**config.mk**
```make
export PLATFORM = sky130hd
export DESIGN_NAME = rrxb_top
export DESIGN_NICKNAME = d
export VERILOG_FILES = /design/src/rrxb_pkg.sv /design/src/rrxb_bit_if.sv /design/src/rrxb_top.sv /design/src/rrxb_fifo.sv /design/src/rrxb_asm.sv
export SDC_FILE = /design/constraint.sdc
export NUM_CORES = 1
export LEC_CHECK = 0
export ABC_AREA = 1
export BUFFER_PORTS_ARGS = -buffer_cell sky130_fd_sc_hd__buf_2
export CAP_MARGIN = 10
export CORE_MARGIN = 1
export CORE_UTILIZATION = 43
export DETAILED_ROUTE_END_ITERATION = 16
export GPL_ROUTABILITY_DRIVEN = 1
export PLACE_DENSITY = 0.63
export SYNTH_ARGS = -nofsm -noshare
export SYNTH_HDL_FRONTEND = slang
export SYNTH_SLANG_ARGS = --single-unit
```
**constraint.sdc**
```tcl
create_clock -name clk_in -period 7.3 [get_ports clk_in]
set_input_delay 0 -clock clk_in [delete_from_list [all_inputs] [get_ports clk_in]]
set_output_delay 0 -clock clk_in [all_outputs]
set_load 0.005 [all_outputs]
```
**src/rrxb_pkg.sv**
```systemverilog
// Constants, types and helpers for the remote receiver frame buffer.
// Assumes one clock; every other file names items as rrxb_pkg::name.
package rrxb_pkg;
    // Frame layout
    localparam int FRAME_BITS = 72;
    localparam int LOW_LSB = 0;
    localparam int MID_LSB = 32;
    localparam int UP_LSB = 64;
    localparam int UP_BITS = 8;
    localparam int CNT_BITS = 7;
    localparam logic [6:0] CNT_FULL = 7'h48;
    localparam logic [6:0] CNT_RST = 7'h00;

    // Register byte offsets
    localparam logic [4:0] OFS_LOW = 5'h00;
    localparam logic [4:0] OFS_MID = 5'h04;
    localparam logic [4:0] OFS_UP = 5'h08;
    localparam logic [4:0] OFS_STAT = 5'h0c;
    localparam logic [4:0] OFS_CTRL = 5'h10;

    // Reset values
    localparam logic [31:0] RST_LOW = 32'h0000_0000;
    localparam logic [31:0] RST_MID = 32'h0000_0000;
    localparam logic [7:0] RST_UP = 8'h00;
    localparam logic [71:0] RST_FRAME = 72'h0;
    localparam logic RST_CAP_EN = 1'b1;

    // Field positions
    localparam int STAT_CNT_LSB = 0;
    localparam int STAT_NEW_BIT = 8;
    localparam int STAT_OVR_BIT = 9;
    localparam int CTRL_EN_BIT = 0;

    // Bit buffer shape: one data bit plus the frame-end marker
    localparam int BUF_WIDTH = 2;
    localparam int BUF_DEPTH = 2;

    typedef enum logic {RRXB_COLLECT, RRXB_COMMIT} rrxb_asm_e;

    // Sticky flag update where a new event beats a clear
    function automatic logic rrxb_sticky(input logic cur, input logic set, input logic clr);
        rrxb_sticky = set | (cur & ~clr);
    endfunction
endpackage

```
**src/rrxb_bit_if.sv**
```systemverilog
// Bit stream carrier between the bit buffer and the frame assembler.
// Assumes both ends run on the same clock.
`timescale 1ns/1ns
interface rrxb_bit_if;
    logic valid;
    logic ready;
    logic bit_val;
    logic last;
    modport src (output valid, output bit_val, output last, input ready);
    modport snk (input valid, input bit_val, input last, output ready);
endinterface

```
**src/rrxb_top.sv**
```systemverilog
// Remote receiver frame buffer: bit buffer, assembler and Avalon-MM slave.
// Assumes the demodulator drives the bit stream on clk_in.
//
// The address map and the Avalon-MM register port were left to the implementer.
`timescale 1ns/1ns
module rrxb_top (
    input wire logic clk_in,
    input wire logic rst_in,
    input wire logic ce_in,
    input wire logic bit_valid_in,
    input wire logic bit_value_in,
    input wire logic bit_last_in,
    output logic bit_ready_out,
    input wire logic [4:0] avs_address_in,
    input wire logic avs_read_in,
    input wire logic avs_write_in,
    input wire logic [31:0] avs_writedata_in,
    input wire logic [3:0] avs_byteenable_in,
    output logic [31:0] avs_readdata_out,
    output logic avs_waitrequest_out
);
    rrxb_bit_if bit_link ();

    logic frame_valid;
    logic [71:0] frame_data;
    logic [6:0] frame_count;
    logic frame_over;

    // Buffer words and status
    logic [31:0] low_word_r, low_word_nxt;
    logic [31:0] mid_word_r, mid_word_nxt;
    logic [7:0] up_byte_r, up_byte_nxt;
    logic [6:0] last_cnt_r, last_cnt_nxt;
    logic new_r, new_nxt;
    logic ovr_r, ovr_nxt;
    logic cap_en_r, cap_en_nxt;

    // Bus slave state
    logic ack_r, ack_nxt;
    logic [31:0] rdata_r, rdata_nxt;
    logic req;
    logic wr_fire;
    logic load;
    logic clr_new, clr_ovr;

    // Bit buffer in the data path
    rrxb_fifo u_fifo (
        .clk_in(clk_in),
        .rst_in(rst_in),
        .ce_in(ce_in),
        .in_valid_in(bit_valid_in),
        .in_data_in({bit_last_in, bit_value_in}),
        .in_ready_out(bit_ready_out),
        .out(bit_link.src)
    );

    // Frame assembly
    rrxb_asm u_asm (
        .clk_in(clk_in),
        .rst_in(rst_in),
        .ce_in(ce_in),
        .bits(bit_link.snk),
        .frame_valid_out(frame_valid),
        .frame_data_out(frame_data),
        .frame_count_out(frame_count),
        .frame_over_out(frame_over)
    );

    // Bus handshake: one wait cycle, answer on the second
    assign req = avs_read_in | avs_write_in;
    assign avs_waitrequest_out = ~ack_r;
    assign avs_readdata_out = rdata_r;
    assign wr_fire = avs_write_in & ack_r & ce_in;
    assign load = frame_valid & cap_en_r & ce_in;

    // Write-one-to-clear strobes for the status flags
    assign clr_new = wr_fire & (avs_address_in == rrxb_pkg::OFS_STAT)
        & avs_byteenable_in[1] & avs_writedata_in[rrxb_pkg::STAT_NEW_BIT];
    assign clr_ovr = wr_fire & (avs_address_in == rrxb_pkg::OFS_STAT)
        & avs_byteenable_in[1] & avs_writedata_in[rrxb_pkg::STAT_OVR_BIT];

    // Buffer words: loaded only at frame completion
    always_comb begin
        low_word_nxt = low_word_r;
        mid_word_nxt = mid_word_r;
        up_byte_nxt = up_byte_r;
        last_cnt_nxt = last_cnt_r;
        if (load) begin
            low_word_nxt = frame_data[rrxb_pkg::LOW_LSB +: 32];
            mid_word_nxt = frame_data[rrxb_pkg::MID_LSB +: 32];
            up_byte_nxt = frame_data[rrxb_pkg::UP_LSB +: rrxb_pkg::UP_BITS];
            last_cnt_nxt = frame_count;
        end
    end

    // Buffer word registers, zero after reset
    always_ff @(posedge clk_in or posedge rst_in) begin
        if (rst_in) begin
            low_word_r <= rrxb_pkg::RST_LOW;
            mid_word_r <= rrxb_pkg::RST_MID;
            up_byte_r <= rrxb_pkg::RST_UP;
            last_cnt_r <= rrxb_pkg::CNT_RST;
        end else if (ce_in) begin
            low_word_r <= low_word_nxt;
            mid_word_r <= mid_word_nxt;
            up_byte_r <= up_byte_nxt;
            last_cnt_r <= last_cnt_nxt;
        end
    end

    // Status flags and capture enable
    always_comb begin
        new_nxt = rrxb_pkg::rrxb_sticky(new_r, load, clr_new);
        ovr_nxt = rrxb_pkg::rrxb_sticky(ovr_r, load & frame_over, clr_ovr);
        cap_en_nxt = cap_en_r;
        if (wr_fire && avs_address_in == rrxb_pkg::OFS_CTRL && avs_byteenable_in[0]) begin
            cap_en_nxt = avs_writedata_in[rrxb_pkg::CTRL_EN_BIT];
        end
    end

    // Status and control registers
    always_ff @(posedge clk_in or posedge rst_in) begin
        if (rst_in) begin
            new_r <= 1'b0;
            ovr_r <= 1'b0;
            cap_en_r <= rrxb_pkg::RST_CAP_EN;
        end else if (ce_in) begin
            new_r <= new_nxt;
            ovr_r <= ovr_nxt;
            cap_en_r <= cap_en_nxt;
        end
    end

    // Read mux, sampled in the wait cycle
    always_comb begin
        ack_nxt = req & ~ack_r;
        rdata_nxt = rdata_r;
        if (req && !ack_r) begin
            case (avs_address_in)
                rrxb_pkg::OFS_LOW: rdata_nxt = low_word_r;
                rrxb_pkg::OFS_MID: rdata_nxt = mid_word_r;
                rrxb_pkg::OFS_UP: rdata_nxt = {24'h00_0000, up_byte_r};
                rrxb_pkg::OFS_STAT: begin
                    rdata_nxt = 32'h0000_0000;
                    rdata_nxt[rrxb_pkg::STAT_CNT_LSB +: rrxb_pkg::CNT_BITS] = last_cnt_r;
                    rdata_nxt[rrxb_pkg::STAT_NEW_BIT] = new_r;
                    rdata_nxt[rrxb_pkg::STAT_OVR_BIT] = ovr_r;
                end
                rrxb_pkg::OFS_CTRL: begin
                    rdata_nxt = 32'h0000_0000;
                    rdata_nxt[rrxb_pkg::CTRL_EN_BIT] = cap_en_r;
                end
                default: rdata_nxt = 32'h0000_0000;
            endcase
        end
    end

    // Bus slave registers
    always_ff @(posedge clk_in or posedge rst_in) begin
        if (rst_in) begin
            ack_r <= 1'b0;
            rdata_r <= 32'h0000_0000;
        end else if (ce_in) begin
            ack_r <= ack_nxt;
            rdata_r <= rdata_nxt;
        end
    end

    // Low word takes frame bits 31:0 on a load
    property p_low_load;
        @(posedge clk_in) disable iff (rst_in)
        load |=> (low_word_r == $past(frame_data[31:0]));
    endproperty
    a_low_load: assert property (p_low_load) else $error("low word missed frame bits 31:0");

    // Middle word takes frame bits 63:32 on a load
    property p_mid_load;
        @(posedge clk_in) disable iff (rst_in)
        load |=> (mid_word_r == $past(frame_data[63:32]));
    endproperty
    a_mid_load: assert property (p_mid_load) else $error("middle word missed frame bits 63:32");

    // Upper byte takes frame bits 71:64 and reads with zero padding
    property p_up_read;
        @(posedge clk_in) disable iff (rst_in)
        (avs_read_in && !avs_waitrequest_out && avs_address_in == rrxb_pkg::OFS_UP)
            |-> (avs_readdata_out == {24'h00_0000, $past(up_byte_r)});
    endproperty
    a_up_read: assert property (p_up_read) else $error("upper byte read mismatch");

    // Whole image lands as one continuous run across the words
    property p_continuous;
        @(posedge clk_in) disable iff (rst_in)
        load |=> ({up_byte_r, mid_word_r, low_word_r} == $past(frame_data));
    endproperty
    a_continuous: assert property (p_continuous) else $error("frame image not continuous");

    // Buffer words hold whenever no frame completes
    property p_hold;
        @(posedge clk_in) disable iff (rst_in)
        !load |=> $stable({up_byte_r, mid_word_r, low_word_r});
    endproperty
    a_hold: assert property (p_hold) else $error("buffer changed between frames");

    // Final bit of a frame is readable at low word bit 0
    property p_last_low;
        @(posedge clk_in) disable iff (rst_in)
        load |=> (low_word_r[0] == $past(frame_data[0]));
    endproperty
    a_last_low: assert property (p_last_low) else $error("last bit not at low word bit 0");

    // A request is answered on the second cycle, never later
    property p_answer;
        @(posedge clk_in) disable iff (rst_in || !ce_in)
        (req && avs_waitrequest_out) |=> !avs_waitrequest_out;
    endproperty
    a_answer: assert property (p_answer) else $error("bus answer late");

    // A frame dropped while capture is off leaves the low word alone
    property p_gate;
        @(posedge clk_in) disable iff (rst_in)
        (frame_valid && !cap_en_r) |=> $stable(low_word_r);
    endproperty
    a_gate: assert property (p_gate) else $error("disabled capture changed buffer");

    // Waitrequest is high again after a cycle without a request
    property p_wait_idle;
        @(posedge clk_in) disable iff (rst_in || !ce_in)
        !req |=> avs_waitrequest_out;
    endproperty
    a_wait_idle: assert property (p_wait_idle) else $error("waitrequest low without a request");

    // Waitrequest stays low for exactly one cycle
    property p_wait_pulse;
        @(posedge clk_in) disable iff (rst_in || !ce_in)
        !avs_waitrequest_out |=> avs_waitrequest_out;
    endproperty
    a_wait_pulse: assert property (p_wait_pulse) else $error("waitrequest low for more than one cycle");

    // Read data holds until the next request is taken
    property p_rdata_hold;
        @(posedge clk_in) disable iff (rst_in || !ce_in)
        !(req && avs_waitrequest_out) |=> $stable(avs_readdata_out);
    endproperty
    a_rdata_hold: assert property (p_rdata_hold) else $error("read data changed without a request");

    // A loaded frame raises the new-frame flag, even against a clear
    property p_new_set;
        @(posedge clk_in) disable iff (rst_in)
        load |=> new_r;
    endproperty
    a_new_set: assert property (p_new_set) else $error("new frame flag not set");

    // A loaded overlong frame raises the overrun flag
    property p_ovr_set;
        @(posedge clk_in) disable iff (rst_in)
        (load && frame_over) |=> ovr_r;
    endproperty
    a_ovr_set: assert property (p_ovr_set) else $error("overrun flag not set");

    // Writing one clears the new-frame flag when no frame lands
    property p_new_clr;
        @(posedge clk_in) disable iff (rst_in)
        (clr_new && !load) |=> !new_r;
    endproperty
    a_new_clr: assert property (p_new_clr) else $error("new frame flag not cleared");

    // Writing one clears the overrun flag when no overrun lands
    property p_ovr_clr;
        @(posedge clk_in) disable iff (rst_in)
        (clr_ovr && !(load && frame_over)) |=> !ovr_r;
    endproperty
    a_ovr_clr: assert property (p_ovr_clr) else $error("overrun flag not cleared");

    // The bit count of a loaded frame is kept for status reads
    property p_cnt_load;
        @(posedge clk_in) disable iff (rst_in)
        load |=> (last_cnt_r == $past(frame_count));
    endproperty
    a_cnt_load: assert property (p_cnt_load) else $error("frame bit count not kept");

    // Capture enable follows a completed control write
    property p_cap_write;
        @(posedge clk_in) disable iff (rst_in)
        (wr_fire && avs_address_in == rrxb_pkg::OFS_CTRL && avs_byteenable_in[0])
            |=> (cap_en_r == $past(avs_writedata_in[rrxb_pkg::CTRL_EN_BIT]));
    endproperty
    a_cap_write: assert property (p_cap_write) else $error("capture enable write lost");

    // Low word reads back what it held when the read was taken
    property p_low_read;
        @(posedge clk_in) disable iff (rst_in || !ce_in)
        (avs_read_in && !avs_waitrequest_out && avs_address_in == rrxb_pkg::OFS_LOW)
            |-> (avs_readdata_out == $past(low_word_r));
    endproperty
    a_low_read: assert property (p_low_read) else $error("low word read mismatch");

    // All three buffer words are zero as reset ends
    property p_rst_zero;
        @(posedge clk_in) disable iff (rst_in)
        $fell(rst_in) |-> ({up_byte_r, mid_word_r, low_word_r} == {rrxb_pkg::RST_UP, rrxb_pkg::RST_MID, rrxb_pkg::RST_LOW});
    endproperty
    a_rst_zero: assert property (p_rst_zero) else $error("buffer words not zero after reset");

    // Addresses past the map read as zero
    property p_unmapped;
        @(posedge clk_in) disable iff (rst_in || !ce_in)
        (avs_read_in && !avs_waitrequest_out && avs_address_in > rrxb_pkg::OFS_CTRL)
            |-> (avs_readdata_out == 32'h0000_0000);
    endproperty
    a_unmapped: assert property (p_unmapped) else $error("unmapped address read not zero");
endmodule

```
**src/rrxb_fifo.sv**
```systemverilog
// Two-entry bit buffer with valid and ready on both sides.
// Assumes the writer honours in_ready_out and the reader may stall.
`timescale 1ns/1ns
module rrxb_fifo #(
    parameter int WIDTH = rrxb_pkg::BUF_WIDTH,
    parameter int DEPTH = rrxb_pkg::BUF_DEPTH
) (
    input wire logic clk_in,
    input wire logic rst_in,
    input wire logic ce_in,
    input wire logic in_valid_in,
    input wire logic [WIDTH-1:0] in_data_in,
    output logic in_ready_out,
    rrxb_bit_if.src out
);
    localparam int PW = (DEPTH > 1) ? $clog2(DEPTH) : 1;
    localparam logic [PW:0] FULL = (PW+1)'(DEPTH);
    localparam logic [PW-1:0] LASTP = PW'(DEPTH - 1);

    logic [WIDTH-1:0] mem_r [DEPTH];
    logic [PW-1:0] wp_r, wp_nxt, rp_r, rp_nxt;
    logic [PW:0] cnt_r, cnt_nxt;
    logic push, pop;

    // Handshakes and honest full or empty
    assign in_ready_out = (cnt_r != FULL);
    assign out.valid = (cnt_r != '0);
    assign {out.last, out.bit_val} = mem_r[rp_r];
    assign push = in_valid_in & in_ready_out & ce_in;
    assign pop = out.valid & out.ready & ce_in;

    // Pointer and occupancy next values
    always_comb begin
        wp_nxt = wp_r;
        rp_nxt = rp_r;
        cnt_nxt = cnt_r;
        if (push) begin
            wp_nxt = (wp_r == LASTP) ? '0 : wp_r + 1'b1;
        end
        if (pop) begin
            rp_nxt = (rp_r == LASTP) ? '0 : rp_r + 1'b1;
        end
        if (push && !pop) begin
            cnt_nxt = cnt_r + 1'b1;
        end else if (pop && !push) begin
            cnt_nxt = cnt_r - 1'b1;
        end
    end

    // Pointer registers
    always_ff @(posedge clk_in or posedge rst_in) begin
        if (rst_in) begin
            wp_r <= '0;
            rp_r <= '0;
            cnt_r <= '0;
        end else begin
            wp_r <= wp_nxt;
            rp_r <= rp_nxt;
            cnt_r <= cnt_nxt;
        end
    end

    // Storage, written only on a push
    always_ff @(posedge clk_in) begin
        if (push) begin
            mem_r[wp_r] <= in_data_in;
        end
    end
endmodule

```
**src/rrxb_asm.sv**
```systemverilog
// Frame assembler: shifts received bits into a 72-bit frame image.
// Assumes a bit stream whose last bit carries the frame-end marker.
`timescale 1ns/1ns
module rrxb_asm (
    input wire logic clk_in,
    input wire logic rst_in,
    input wire logic ce_in,
    rrxb_bit_if.snk bits,
    output logic frame_valid_out,
    output logic [71:0] frame_data_out,
    output logic [6:0] frame_count_out,
    output logic frame_over_out
);
    rrxb_pkg::rrxb_asm_e state_r, state_nxt;
    logic [71:0] shift_r, shift_nxt;
    logic [6:0] cnt_r, cnt_nxt;
    logic over_r, over_nxt;
    logic take;

    // Stall the buffer during the commit cycle
    assign bits.ready = (state_r == rrxb_pkg::RRXB_COLLECT);
    assign take = bits.valid & bits.ready;
    assign frame_valid_out = (state_r == rrxb_pkg::RRXB_COMMIT);
    assign frame_data_out = shift_r;
    assign frame_count_out = cnt_r;
    assign frame_over_out = over_r;

    // Shift and count next values
    always_comb begin
        state_nxt = state_r;
        shift_nxt = shift_r;
        cnt_nxt = cnt_r;
        over_nxt = over_r;
        case (state_r)
            rrxb_pkg::RRXB_COLLECT: begin
                if (take) begin
                    shift_nxt = {shift_r[70:0], bits.bit_val};
                    if (cnt_r == rrxb_pkg::CNT_FULL) begin
                        over_nxt = 1'b1;
                    end else begin
                        cnt_nxt = cnt_r + 1'b1;
                    end
                    if (bits.last) begin
                        state_nxt = rrxb_pkg::RRXB_COMMIT;
                    end
                end
            end
            rrxb_pkg::RRXB_COMMIT: begin
                shift_nxt = rrxb_pkg::RST_FRAME;
                cnt_nxt = rrxb_pkg::CNT_RST;
                over_nxt = 1'b0;
                state_nxt = rrxb_pkg::RRXB_COLLECT;
            end
            default: begin
                state_nxt = rrxb_pkg::RRXB_COLLECT;
            end
        endcase
    end

    // Assembler registers, frozen while ce_in is low
    always_ff @(posedge clk_in or posedge rst_in) begin
        if (rst_in) begin
            state_r <= rrxb_pkg::RRXB_COLLECT;
            shift_r <= rrxb_pkg::RST_FRAME;
            cnt_r <= rrxb_pkg::CNT_RST;
            over_r <= 1'b0;
        end else if (ce_in) begin
            state_r <= state_nxt;
            shift_r <= shift_nxt;
            cnt_r <= cnt_nxt;
            over_r <= over_nxt;
        end
    end

    // Earlier bits move one place up on every non-final bit
    property p_older_up;
        @(posedge clk_in) disable iff (rst_in || !ce_in)
        (take && !bits.last) |=> (shift_r[71:1] == $past(shift_r[70:0]));
    endproperty
    a_older_up: assert property (p_older_up) else $error("older bits did not move up");

    // Final bit of a frame lands at bit 0 of the image
    property p_last_at_zero;
        @(posedge clk_in) disable iff (rst_in || !ce_in)
        (take && bits.last) |=> (frame_valid_out && frame_data_out[0] == $past(bits.bit_val));
    endproperty
    a_last_at_zero: assert property (p_last_at_zero) else $error("last bit not at position 0");
endmodule

```
## Word level (Yosys, flattened, before mapping)

Memories as Yosys holds them, arrays and structs flattened.
Cells that the tools add are included.

| operators by class | value |
|---|---|
| $add $sub $neg | 5 |
| eq/ne operators | 9 |
| multiplexer cells | 18 |
| bitwise operators | 23 |
| reduce and logical (&&, ||, !) cells | 17 |

Operators with widths:

| cell | count |
|---|---|
| case mux 32 bit (5 select lines) | 1 |
| case mux 72 bit (2 select lines) | 1 |
| two-way mux 72 bit | 1 |
| AND 1 bit | 16 |
| two-way mux 7 bit | 2 |
| case mux 7 bit (2 select lines) | 1 |
| == test 5 x 4 -> 1 bit (second input constant) | 2 |
| two-way mux 1 bit | 8 |
| != test 2 bit (second input constant) | 4 |
| AND reduction 2 bit | 4 |
| adder 7 x 1 -> 7 bit (second input constant) | 1 |
| == test 7 bit (second input constant) | 1 |
| AND reduction 3 bit | 2 |
| == test 5 x 3 -> 1 bit (second input constant) | 1 |
| == test 5 bit (second input constant) | 1 |
| logical AND 1 bit | 5 |
| zero test 5 bit | 1 |
| two-way mux 2 bit | 2 |
| inverter 1 bit | 4 |
| case mux 1 bit (2 select lines) | 2 |
| nonzero test 2 bit | 2 |
| zero test 1 bit | 3 |
| bitwise OR 1 bit | 3 |
| adder 1 bit (second input constant) | 2 |
| 2 further kinds | 2 |

| word-level totals | value |
|---|---|
| register bits after elaboration | 200 |
| bits in writable memories | 4 |
| input port bits | 49 |
| output and inout bits | 34 |
| logic and storage cells | 89 |
| memories | 1 |

Memory list:

| name | words | width | read ports | clocked after Yosys merged registers in | wr ports | RTL line | source |
|---|---|---|---|---|---|---|---|
| u_fifo.mem_r | 2 | 2 | 1 | 0 | 1 | rrxb_fifo.sv:20 | `logic [WIDTH-1:0] mem_r [DEPTH];` |

## Depth between registers and ports, before layout

Gate-level depths: netlist of run 1.

| logic depth | value |
|---|---|
| depth in word-level cells | 8 |
| mapped depth | 8 |
| mapped depth without buffers | 8 |

## Hierarchy

Synthesis of run 1 repeated with hierarchy kept, for this count alone.

| unflattened totals | value |
|---|---|
| cells, all modules | 861 |
| area, all modules | 8630.8 sq um |

By module, submodules not included:

| module | instances | cells an instance | area an instance (sq um) | sequential area each (sq um) |
|---|---|---|---|---|
| rrxb_top | 1 | 512 | 4984.8 | 2879.0 |
| rrxb_asm | 1 | 306 | 3259.4 | 2026.9 |
| rrxb_fifo | 1 | 43 | 386.6 | 220.2 |

## Worst setup path before layout of run 1

Ideal clock, no wire load.

| timing | value |
|---|---|
| path kind | reg-to-reg |
| start | register u_asm.state_r (netlist: u_asm.frame_valid_out) |
| end | register u_fifo.cnt_r[1] |
| setup time | 0.131 ns |
| arrival | 1.489 ns |
| required time | 7.169 ns |
| setup slack | 5.680 ns |
| stages on the path, launching flop included | 8 |
| path buffers | 1 |
| clock period less this slack | 1.620 ns |
| cell sequence | dfrtp_1 inv_1 nand2_1 buf_2 ha_1 a21oi_1 o21ai_0 xor2_1 |

| between the ends | value |
|---|---|
| cells in the longest elaborated chain, start to end | 6 |
| elaborated cells between the ends (all ways) | 8 |
| classes of those cells | 1 x mux; 3 x bitwise; 4 x reduce/logical |

Ends and longest elaborated chain:

| item | RTL line | source |
|---|---|---|
| start, declared | rrxb_asm.sv:14 | `rrxb_pkg::rrxb_asm_e state_r, state_nxt;` |
| start signal, assigned | rrxb_asm.sv:63 | `state_r <= rrxb_pkg::RRXB_COLLECT;` |
| start signal, assigned | rrxb_asm.sv:68 | `state_r <= state_nxt;` |
| inverter 1 bit * | rrxb_asm.sv:21 | `assign bits.ready = (state_r == rrxb_pkg::RRXB_COLLECT);` |
| AND 1 bit * (2 in series) | rrxb_fifo.sv:30 | `assign pop = out.valid & out.ready & ce_in;` |
| zero test 1 bit | rrxb_fifo.sv:43 | `if (push && !pop) begin` |
| logical AND 1 bit | rrxb_fifo.sv:43 |  |
| two-way mux 2 bit / nonzero test 2 bit (equally long branches) | -- |  |
| end signal, assigned | rrxb_fifo.sv:59 | `cnt_r <= cnt_nxt;` |
| end, declared | rrxb_fifo.sv:22 | `logic [PW:0] cnt_r, cnt_nxt;` |

Mark *: on every way between the ends. The rest lies on a longest branch, timed or not.
A chain may end at the register's enable or synchronous reset.

## Worst setup path in the final report of run 1

| timing | value |
|---|---|
| start | register u_asm.state_r (netlist: u_asm.frame_valid_out) |
| end | register low_word_r[0] |

| between the ends | value |
|---|---|
| cells in the longest elaborated chain, start to end | 3 |

Ends and longest elaborated chain:

| item | RTL line | source |
|---|---|---|
| AND 1 bit (2 in series) | rrxb_top.sv:74 | `assign load = frame_valid & cap_en_r & ce_in;` |
| AND reduction 2 bit (no line) | -- |  |
| end signal, assigned | rrxb_top.sv:99 | `low_word_r <= rrxb_pkg::RST_LOW;` |
| end signal, assigned | rrxb_top.sv:104 | `low_word_r <= low_word_nxt;` |
| end, declared | rrxb_top.sv:30 | `logic [31:0] low_word_r, low_word_nxt;` |

Every way passes these cells.

==> impl_results.md, run 1 <==
- Kind of start point of the critical path: flop
- Total gr overflow: 0
- Switching share of power: 0.288
- Peak supply drop: 293 uV
- Initial DRC count: 418
- Post-DP HPWL: 9760 um
- Clock share of power: 0.392
- Sequential share of the synthesized area: 0.613
- Clock transition at the registers of the reported paths: 0.06 ns
- Internal reg-to-reg setup slack: 4.93 ns
- Yosys warnings: 0
- N_diodes: 0
- Layout cells sized above 1: 0.123
- Ports: 83
- Die Span Y: 141 um
- Initial antenna violation count: 0
- Fillcell total: 1,790
- Power density cells: 322 nW/um^2
- Vias: 5,883
- Post-CTS setup repair buffer count: 0
- H-Tree Depth: 1
- Crit Path Class: flop to flop
- Hold Path Class: input port to flop
- Number of global-route vias before repair: 5,941
- First-pass GRT wire length: 29,300 um
- Final hold violation count: 0
- Net Count, Synth: 937
- Post-synthesis register bit count: 204
- Seq pwr share: 0.449
- Input/output buffers: 51
- DIE WIDTH: 141 um
- Launch point of the worst path: u_asm.frame_valid_out$_DFFE_PP0P_
- Post-CTS resize count: 0
- CTS tree: yes
- Max-cap violations: 0
- DR pass1 iterations: 5
- WP data arrival: 2.72 ns
- Initial core utilization: 0.443
- Leakage power: 4.57 nW
- Post-route setup slack: 4.93 ns
- Fin crit period: 2.37 ns
- Avg WL per Cell: 13.9 um
- Clk root buf: clkbuf_16
- CP Max Fanout: 66
- Clk_skew: 0.0159 ns
- Critical path endpoint category: flop
- Post-synthesis instance area: 8370 sq um
- Int Pwr: 2.21 mW
- Tot GR Track Use: 0.180
- Cell Area, Placed: 8730 sq um
- Clock buffer depth: 3
- Vias per inst: 4.88
- Most common cell after layout, fill and taps aside: nand2_1
- Switch Pwr: 0.894 mW
- Worst r2r dst: low_word_r[0]$_DFFE_PP0P_
- Most frequent cells in the layout: 232 x nand2_1, 199 x dfrtp_1, 121 x inv_1, 84 x o21ai_0, 71 x o22ai_1
- Final instance area: 9650 sq um
- Largest net degree at the start of global routing: 131
- CTS Buf Count: 22
- Clk sink count: 204
- Clock Latency Late Sink: 0.51 ns
- Synth Area per Inst: 9.45 sq um
- Cts hold-fix bufs: 11
- Crit path to: low_word_r[0]$_DFFE_PP0P_
- Syn-to-layout area delta: 15.3%
- Worst r2r src: u_asm.frame_valid_out$_DFFE_PP0P_
- Reg2Reg Depth: 6
- RSZ-0062 raised after global routing: no
- Fmax: 423 MHz
- Final setup viols: 0
- Core ar.: 18,900 sq um
- DIE AREA: 20,000 sq um
- Measured slew at the worst slew-check pin: 1.11 ns
- Library cells used by synthesis: 32
- Row Count: 50
- Slew headroom: 0.258
- Placer Congestion: 0.837
- Post-DRT Antenna Nets: 0
- Remaining DRCs: 0
- Wirelength, routed: 16,700 um
- Logic gate share of total power: 0.160
- Setup TNS: 0 ns
- Pre-CTS setup slack: 4.85 ns
- WP data required: 7.66 ns
- Fin crit share: 0.324
- Nets: 983
- Max-slew violation total from the final report: 0
- Synth Instances: 885
- Outcome: finished clean
sequential cells by signal, summed over array words and instances, names as in the netlist, 2 cells and up:
| register | count |
|---|---|
| u_fifo.mem_r | 4 |
| mid_word_r | 32 |
| last_cnt_r | 7 |
| up_byte_r | 8 |
| avs_readdata_out | 32 |
| u_fifo.cnt_r | 2 |
| u_asm.frame_data_out | 72 |
| u_asm.frame_count_out | 7 |
| low_word_r | 32 |
worst min path at each step:
stage | cells past startpoint | slack, ns | from | endpoint
after floorplan | 0 | 0.1 | bit_value_in | u_fifo.mem_r[0][0]$_DFFE_PP_
after global placement | 1 | 0.19 | bit_value_in | u_fifo.mem_r[1][0]$_DFFE_PP_
after detailed placement | 1 | 0.19 | bit_value_in | u_fifo.mem_r[1][0]$_DFFE_PP_
after CTS | 6 | 0.05 | avs_address_in[3] | avs_readdata_out[8]$_DFFE_PP0P_
after global routing | 6 | 0.09 | avs_address_in[3] | avs_readdata_out[7]$_DFFE_PP0P_
final | 6 | 0.07 | avs_address_in[3] | avs_readdata_out[8]$_DFFE_PP0P_
power by group through the flow:
stage	Combinational [mW]	Clock, mW	Sequential [mW]
after floorplan	0.423	0	1.39
after global placement	0.489	0	1.41
after detailed placement	0.501	0	1.41
after CTS	0.506	1.25	1.39
after global routing	0.567	1.29	1.41
final	0.497	1.22	1.39
critical path, cell delays in order (launching register included):
cell and delay, ns:
dfrtp_1 0.44, nand2_4 0.14, nor2_4 0.03, buf_4 0.28
inv_2 0.51, buf_4 0.61, o21ai_0 0.15
synth_stat cells:
library cell | instances | area [sq um]
o22ai_1 | 71 | 444
clkbuf_1 | 11 | 41.3
a21oi_2 | 1 | 8.76
xor2_1 | 3 | 26.3
inv_2 | 2 | 7.51
xnor2_1 | 2 | 17.5
o22ai_2 | 2 | 25.0
o21bai_1 | 1 | 7.51
buf_2 | 27 | 135
nor2_4 | 3 | 33.8
nand2_4 | 1 | 11.3
o21ai_0 | 84 | 420
nand2_2 | 2 | 12.5
nor2_1 | 16 | 60.1
o21ai_2 | 5 | 43.8
edfxtp_1 | 4 | 120
buf_6 | 9 | 101
inv_1 | 122 | 458
nand4_1 | 31 | 194
nand3b_1 | 1 | 7.51
dfstp_2 | 1 | 26.3
ha_1 | 3 | 37.5
dfrtp_1 | 199 | 4980
nand3_1 | 16 | 80.1
nor2_2 | 1 | 6.26
nand2_1 | 233 | 875
mux2i_1 | 2 | 20.0
and3_1 | 1 | 6.26
a21oi_1 | 2 | 10.0
or2_2 | 1 | 6.26
o21ai_1 | 27 | 135
o21a_1 | 1 | 7.51
layer usage:
metal,vias to the layer above,GRT usage,wire length [um]
met5,-,0,0
met3,30,0.0273,581
li1,2982,-,-
met2,83,0.293,7770
met4,0,0.0526,404
met1,2788,0.252,7990
kinds of logic (layout without fill, tap and decap cells):
kind of cell	Yosys count	after routing	synth area share
AOI/OAI and AO/OA	194	194	0.132
xor gates and xnor gates	5	5	0.00524
adders and majority gates	3	3	0.00449
buffers and inverters	171	232	0.0888
DFF	204	204	0.613
muxes	2	2	0.00239
and+or+nand+nor	306	306	0.155
stage by stage:
stage | hold WS, ns | cells | util | power, mW
final | 0.0722 | 1206 | 0.511 | 3.11
after global routing | 0.0914 | 1206 | 0.511 | 3.27
after CTS | 0.0457 | 1206 | 0.511 | 3.15
after detailed placement | 0.191 | 1156 | 0.462 | 1.91
after global placement | 0.187 | 1156 | 0.462 | 1.90
after floorplan | 0.0989 | 885 | - | 1.81
final cells by class:
class / instances / area (sq um) / area share
clock buffers: 29 / 617 / 0.0639
clock inverters: 10 / 186 / 0.0193
inverters: 124 / 473 / 0.0490
multi-input cells: 510 / 2500 / 0.259
flip-flops and latches: 204 / 5130 / 0.531
well taps: 260 / 325 / 0.0337
repair buffers: 69 / 418 / 0.0433
Power figures use the tool's default switching activity.
==> run 2: changes to the inputs <==
--- a/config.mk
+++ b/config.mk
@@ -5,7 +5,7 @@
 export SDC_FILE = /design/constraint.sdc
 export NUM_CORES = 1
 export LEC_CHECK = 0
-export ABC_AREA = 1
+export ABC_AREA = 0
 export BUFFER_PORTS_ARGS = -buffer_cell sky130_fd_sc_hd__buf_2
 export CAP_MARGIN = 10
 export CORE_MARGIN = 1
==> constraint.sdc (replaced) <==
create_clock -name clk_in -period 2.4 [get_ports clk_in]
set_input_delay 0 -clock clk_in [delete_from_list [all_inputs] [get_ports clk_in]]
set_output_delay 0 -clock clk_in [all_outputs]
set_load 0.005 [all_outputs]
==> run 2 against run 1 <==
  * Final cell count down 27%
  * Sequential share of layout area about the same
  * Utilization up 0.29 points
  * Critical endpoint is now ovr_r$_DFFE_PP0P_
  * Critical path depth down 1
  * Synthesized cell count down 36%
  * Sequential cell count unchanged
  * Routed wire length down 3.2%
  * Sequential power rose to 2.7 times the previous value
  * Count of clock-buffer cells in the layout up 6
  * Non-clock buffer count up 14
==> impl_results.md, run 2 <==
- Outcome: finished clean
- Net Count, Synth: 620 (-34%)
- Most frequent cells in the layout: 199 x dfrtp_1, 82 x a22o_1, 81 x mux2_2, 51 x buf_2, 30 x nand2_1
- Final setup viols: 0 (unchanged)
- Power density cells: 813 nW/um^2 (+150%)
- DR pass1 iterations: 5 (unchanged)
- Yosys top cell area share: 0.604 (+0.00849)
- Synth cell count leaders: 199 x dfrtp_1, 82 x a22o_1, 81 x mux2_2, 30 x nand2_1, 27 x mux2i_1
- Fillcell total: 1,559 (-13%)
- Sequential share of the synthesized area: 0.622 (+0.00874)
- Number of global-route vias before repair: 5,122 (-14%)
- Post-synthesis register bit count: 204 (unchanged)
- Internal reg-to-reg setup slack: 0.34 ns (-4.59 ns)
- WP data required: 2.78 ns (-4.88 ns)
- Initial antenna violation count: 0 (unchanged)
- Most frequent cell after synthesis: dfrtp_1
- Vias per inst: 5.58 (+14%)
- Area leader, netlist: dfrtp_1
- Beginning of the worst hold path: ce_in
- Post-DRT Antenna Nets: 0 (unchanged)
- Clock Latency Late Sink: 0.49 ns (-0.02 ns)
- Cell depth of the worst min-delay path: 3 (-3)
- Measured slew at the worst slew-check pin: 0.802 ns (-0.310 ns)
- DIE AREA: 19,700 sq um (-1.4%)
- Synth Area per Inst: 14.5 sq um (+54%)
- Wirelength, routed: 16,200 um (-3.2%)
- Max reg flops: 72 (unchanged)
- Post-DP HPWL: 9980 um (+2.3%)
- Core Util, Final: 0.514 (+0.00294)
- Max-slew violation total from the final report: 0 (unchanged)
- Clk root buf: clkbuf_16
- Post-synthesis instance area: 8250 sq um (-1.4%)
- Nets: 686 (-30%)
- Die Span Y: 140 um (-0.70%)
- WHS: 0.0146 ns (-0.0576 ns)
- Kind of start point of the critical path: flop
- Worst r2r src: ack_r$_DFFE_PP0P_
- Syn-to-layout area delta: 16.9%
- Worst r2r dst: ovr_r$_DFFE_PP0P_
- Largest net degree at the start of global routing: 72 (-45%)
- Synth Instances: 568 (-36%)
- Ports: 83 (unchanged)
- Initial core utilization: 0.439 (-0.00331)
- Fin crit period: 2.06 ns (-0.310 ns)
- Pre-CTS setup slack: 0.463 ns (-4.39 ns)
- Post-synth top flop: dfrtp_1
- Post-synth ARST share: 0.980 (unchanged)
- Tot GR Track Use: 0.174 (-0.00677)
- Post-CTS resize count: 0 (unchanged)
- Fmax: 486 MHz (+15%)
- H-Tree Depth: 1 (unchanged)
- Post-route setup slack: 0.344 ns (-4.59 ns)
- Hold Path Class: input port to flop
- Leakage power: 4.67 nW (+2.1%)
- Remaining DRCs: 0 (unchanged)
- Total gr overflow: 0 (unchanged)
- Layout cells sized above 1: 0.324 (+0.201)
- Max-cap violations: 0 (unchanged)
- Slew headroom: 0.465 (+0.207)
- CTS tree: yes
- Crit Path Class: flop to flop
- N_diodes: 0 (unchanged)
- Final instance area: 9640 sq um (about the same)
- CTS Buf Count: 22 (unchanged)
- Avg WL per Cell: 18.4 um (+32%)
- Clock transition at the registers of the reported paths: 0.06 ns (about the same)
- Initial DRC count: 289 (-31%)
- Fin crit share: 0.857 (+0.533)
- Yosys warnings: 0 (unchanged)
- Peak supply drop: 603 uV (+110%)
- Synth top area cells: dfrtp_1 60%, mux2_2 11%, a22o_1 8.7%
- Clock buffer depth: 3 (unchanged)
- Core ar.: 18,800 sq um (-0.66%)
- Input/output buffers: 51 (unchanged)
- Reg2Reg Depth: 5 (-1)
- Final hold violation count: 0 (unchanged)
- Clk_skew: 0.0134 ns (-0.00249 ns)
- Clk sink count: 204 (unchanged)
- First-pass GRT wire length: 27,400 um (-6.2%)
- Most common cell after layout, fill and taps aside: dfrtp_1
- DIE WIDTH: 140 um (-0.70%)
- Critical path endpoint category: flop
- WP data arrival: 2.44 ns (-0.28 ns)
- EDFF count, synth: 4 (unchanged)
- Vias: 4,923 (-16%)
- Placer Congestion: 0.716 (-14%)
- Library cells used by synthesis: 43 (+34%)
- RSZ-0062 raised after global routing: no
- CP Max Fanout: 2 (-97%)
- Row Count: 50 (unchanged)
- Cell Area, Placed: 8810 sq um (+0.93%)
- Hold path endpoint: u_asm.frame_valid_out$_DFFE_PP0P_
run 2: cell count changes in the layout (fill, tap and decap cells not counted), moves of 10 or more:
cell / previous run / this run
nand2_1: 232 / 30
inv_1: 121 / 4
o22ai_1: 71 / 0
o31ai_2: 0 / 20
mux2_2: 0 / 81
mux2i_1: 2 / 27
nand3_1: 16 / 6
o21ai_1: 27 / 0
nand4_1: 31 / 1
a22o_1: 0 / 82
o21ai_0: 84 / 8
run 2: timing repair:
action,CTS,global route
hold buffers,16,0
hold endpoints to repair,33,0
buffers inserted,0,0
run 2: per-layer routing:
layer	GRT usage	part of all wire	vias up
li1	-	-	2253
met1	0.246	0.47	2558
met2	0.275	0.47	90
met3	0.0294	0.042	22
met4	0.0521	0.019	0
met5	0	0	-
run 2: cell families (layout without fill, tap and decap cells):
logic type | after synthesis | count (layout) | share of synthesized area
DFF | 204 | 204 | 0.622
AOI/OAI and AO/OA | 128 | 128 | 0.139
muxes | 114 | 114 | 0.160
and+or+nand+nor | 66 | 66 | 0.0393
buffers and inverters | 46 | 127 | 0.0285
xor gates and xnor gates | 7 | 7 | 0.00743
adders and majority gates | 3 | 3 | 0.00455
run 2: cell type report:
cell class                 count  area (sq um)  area share
tap                          234           293      0.0304
clock buffer                  35           641      0.0665
inverter                       5          22.5     0.00234
clock inverter                 4          22.5     0.00234
timing repair buffer          83           623      0.0647
sequential                   204          5130       0.532
multi-input combinational    318          2910       0.302
run 2: worst max-delay path, stage by stage (launching register included):
cell and delay, ns:
dfrtp_1 0.34, nand3_1 0.09, nor4_1 0.64, nand2_1 0.11, dlygate4sd3_1 0.59, a22o_1 0.18
run 2: worst max-delay path by stage:
stage                                startpoint                              endpoint  slack (ns)  depth (start not counted)
finish                        ack_r$_DFFE_PP0P_                     ovr_r$_DFFE_PP0P_        0.34                          5
detailed placement  u_fifo.cnt_r[0]$_DFFE_PP0P_  u_asm.frame_data_out[58]$_DFFE_PP0P_        0.46                          4
global placement    u_fifo.cnt_r[0]$_DFFE_PP0P_  u_asm.frame_data_out[12]$_DFFE_PP0P_        0.50                          4
CTS                           ack_r$_DFFE_PP0P_                     ovr_r$_DFFE_PP0P_        0.28                          5
floorplan                                rst_in                     ack_r$_DFFE_PP0P_       -0.19                          1
global route                  ack_r$_DFFE_PP0P_                     ovr_r$_DFFE_PP0P_        0.19                          5
run 2: report_power, final:
| group | leakage [nW] | total [mW] | internal (mW) | switching [mW] |
|---|---|---|---|---|
| sequential | 2.81 | 3.81 | 3.61 | 0.202 |
| combinational | 1.54 | 0.942 | 0.346 | 0.597 |
| clock | 0.321 | 3.08 | 1.82 | 1.26 |
run 2: per-stage QoR:
step,TNS (ns),power [mW],cells
after floorplan,-37.32,4.46,568
after global placement,0,4.77,828
after detailed placement,0,4.81,828
after CTS,0,7.95,883
after global routing,0,8.20,883
final,0,7.84,883
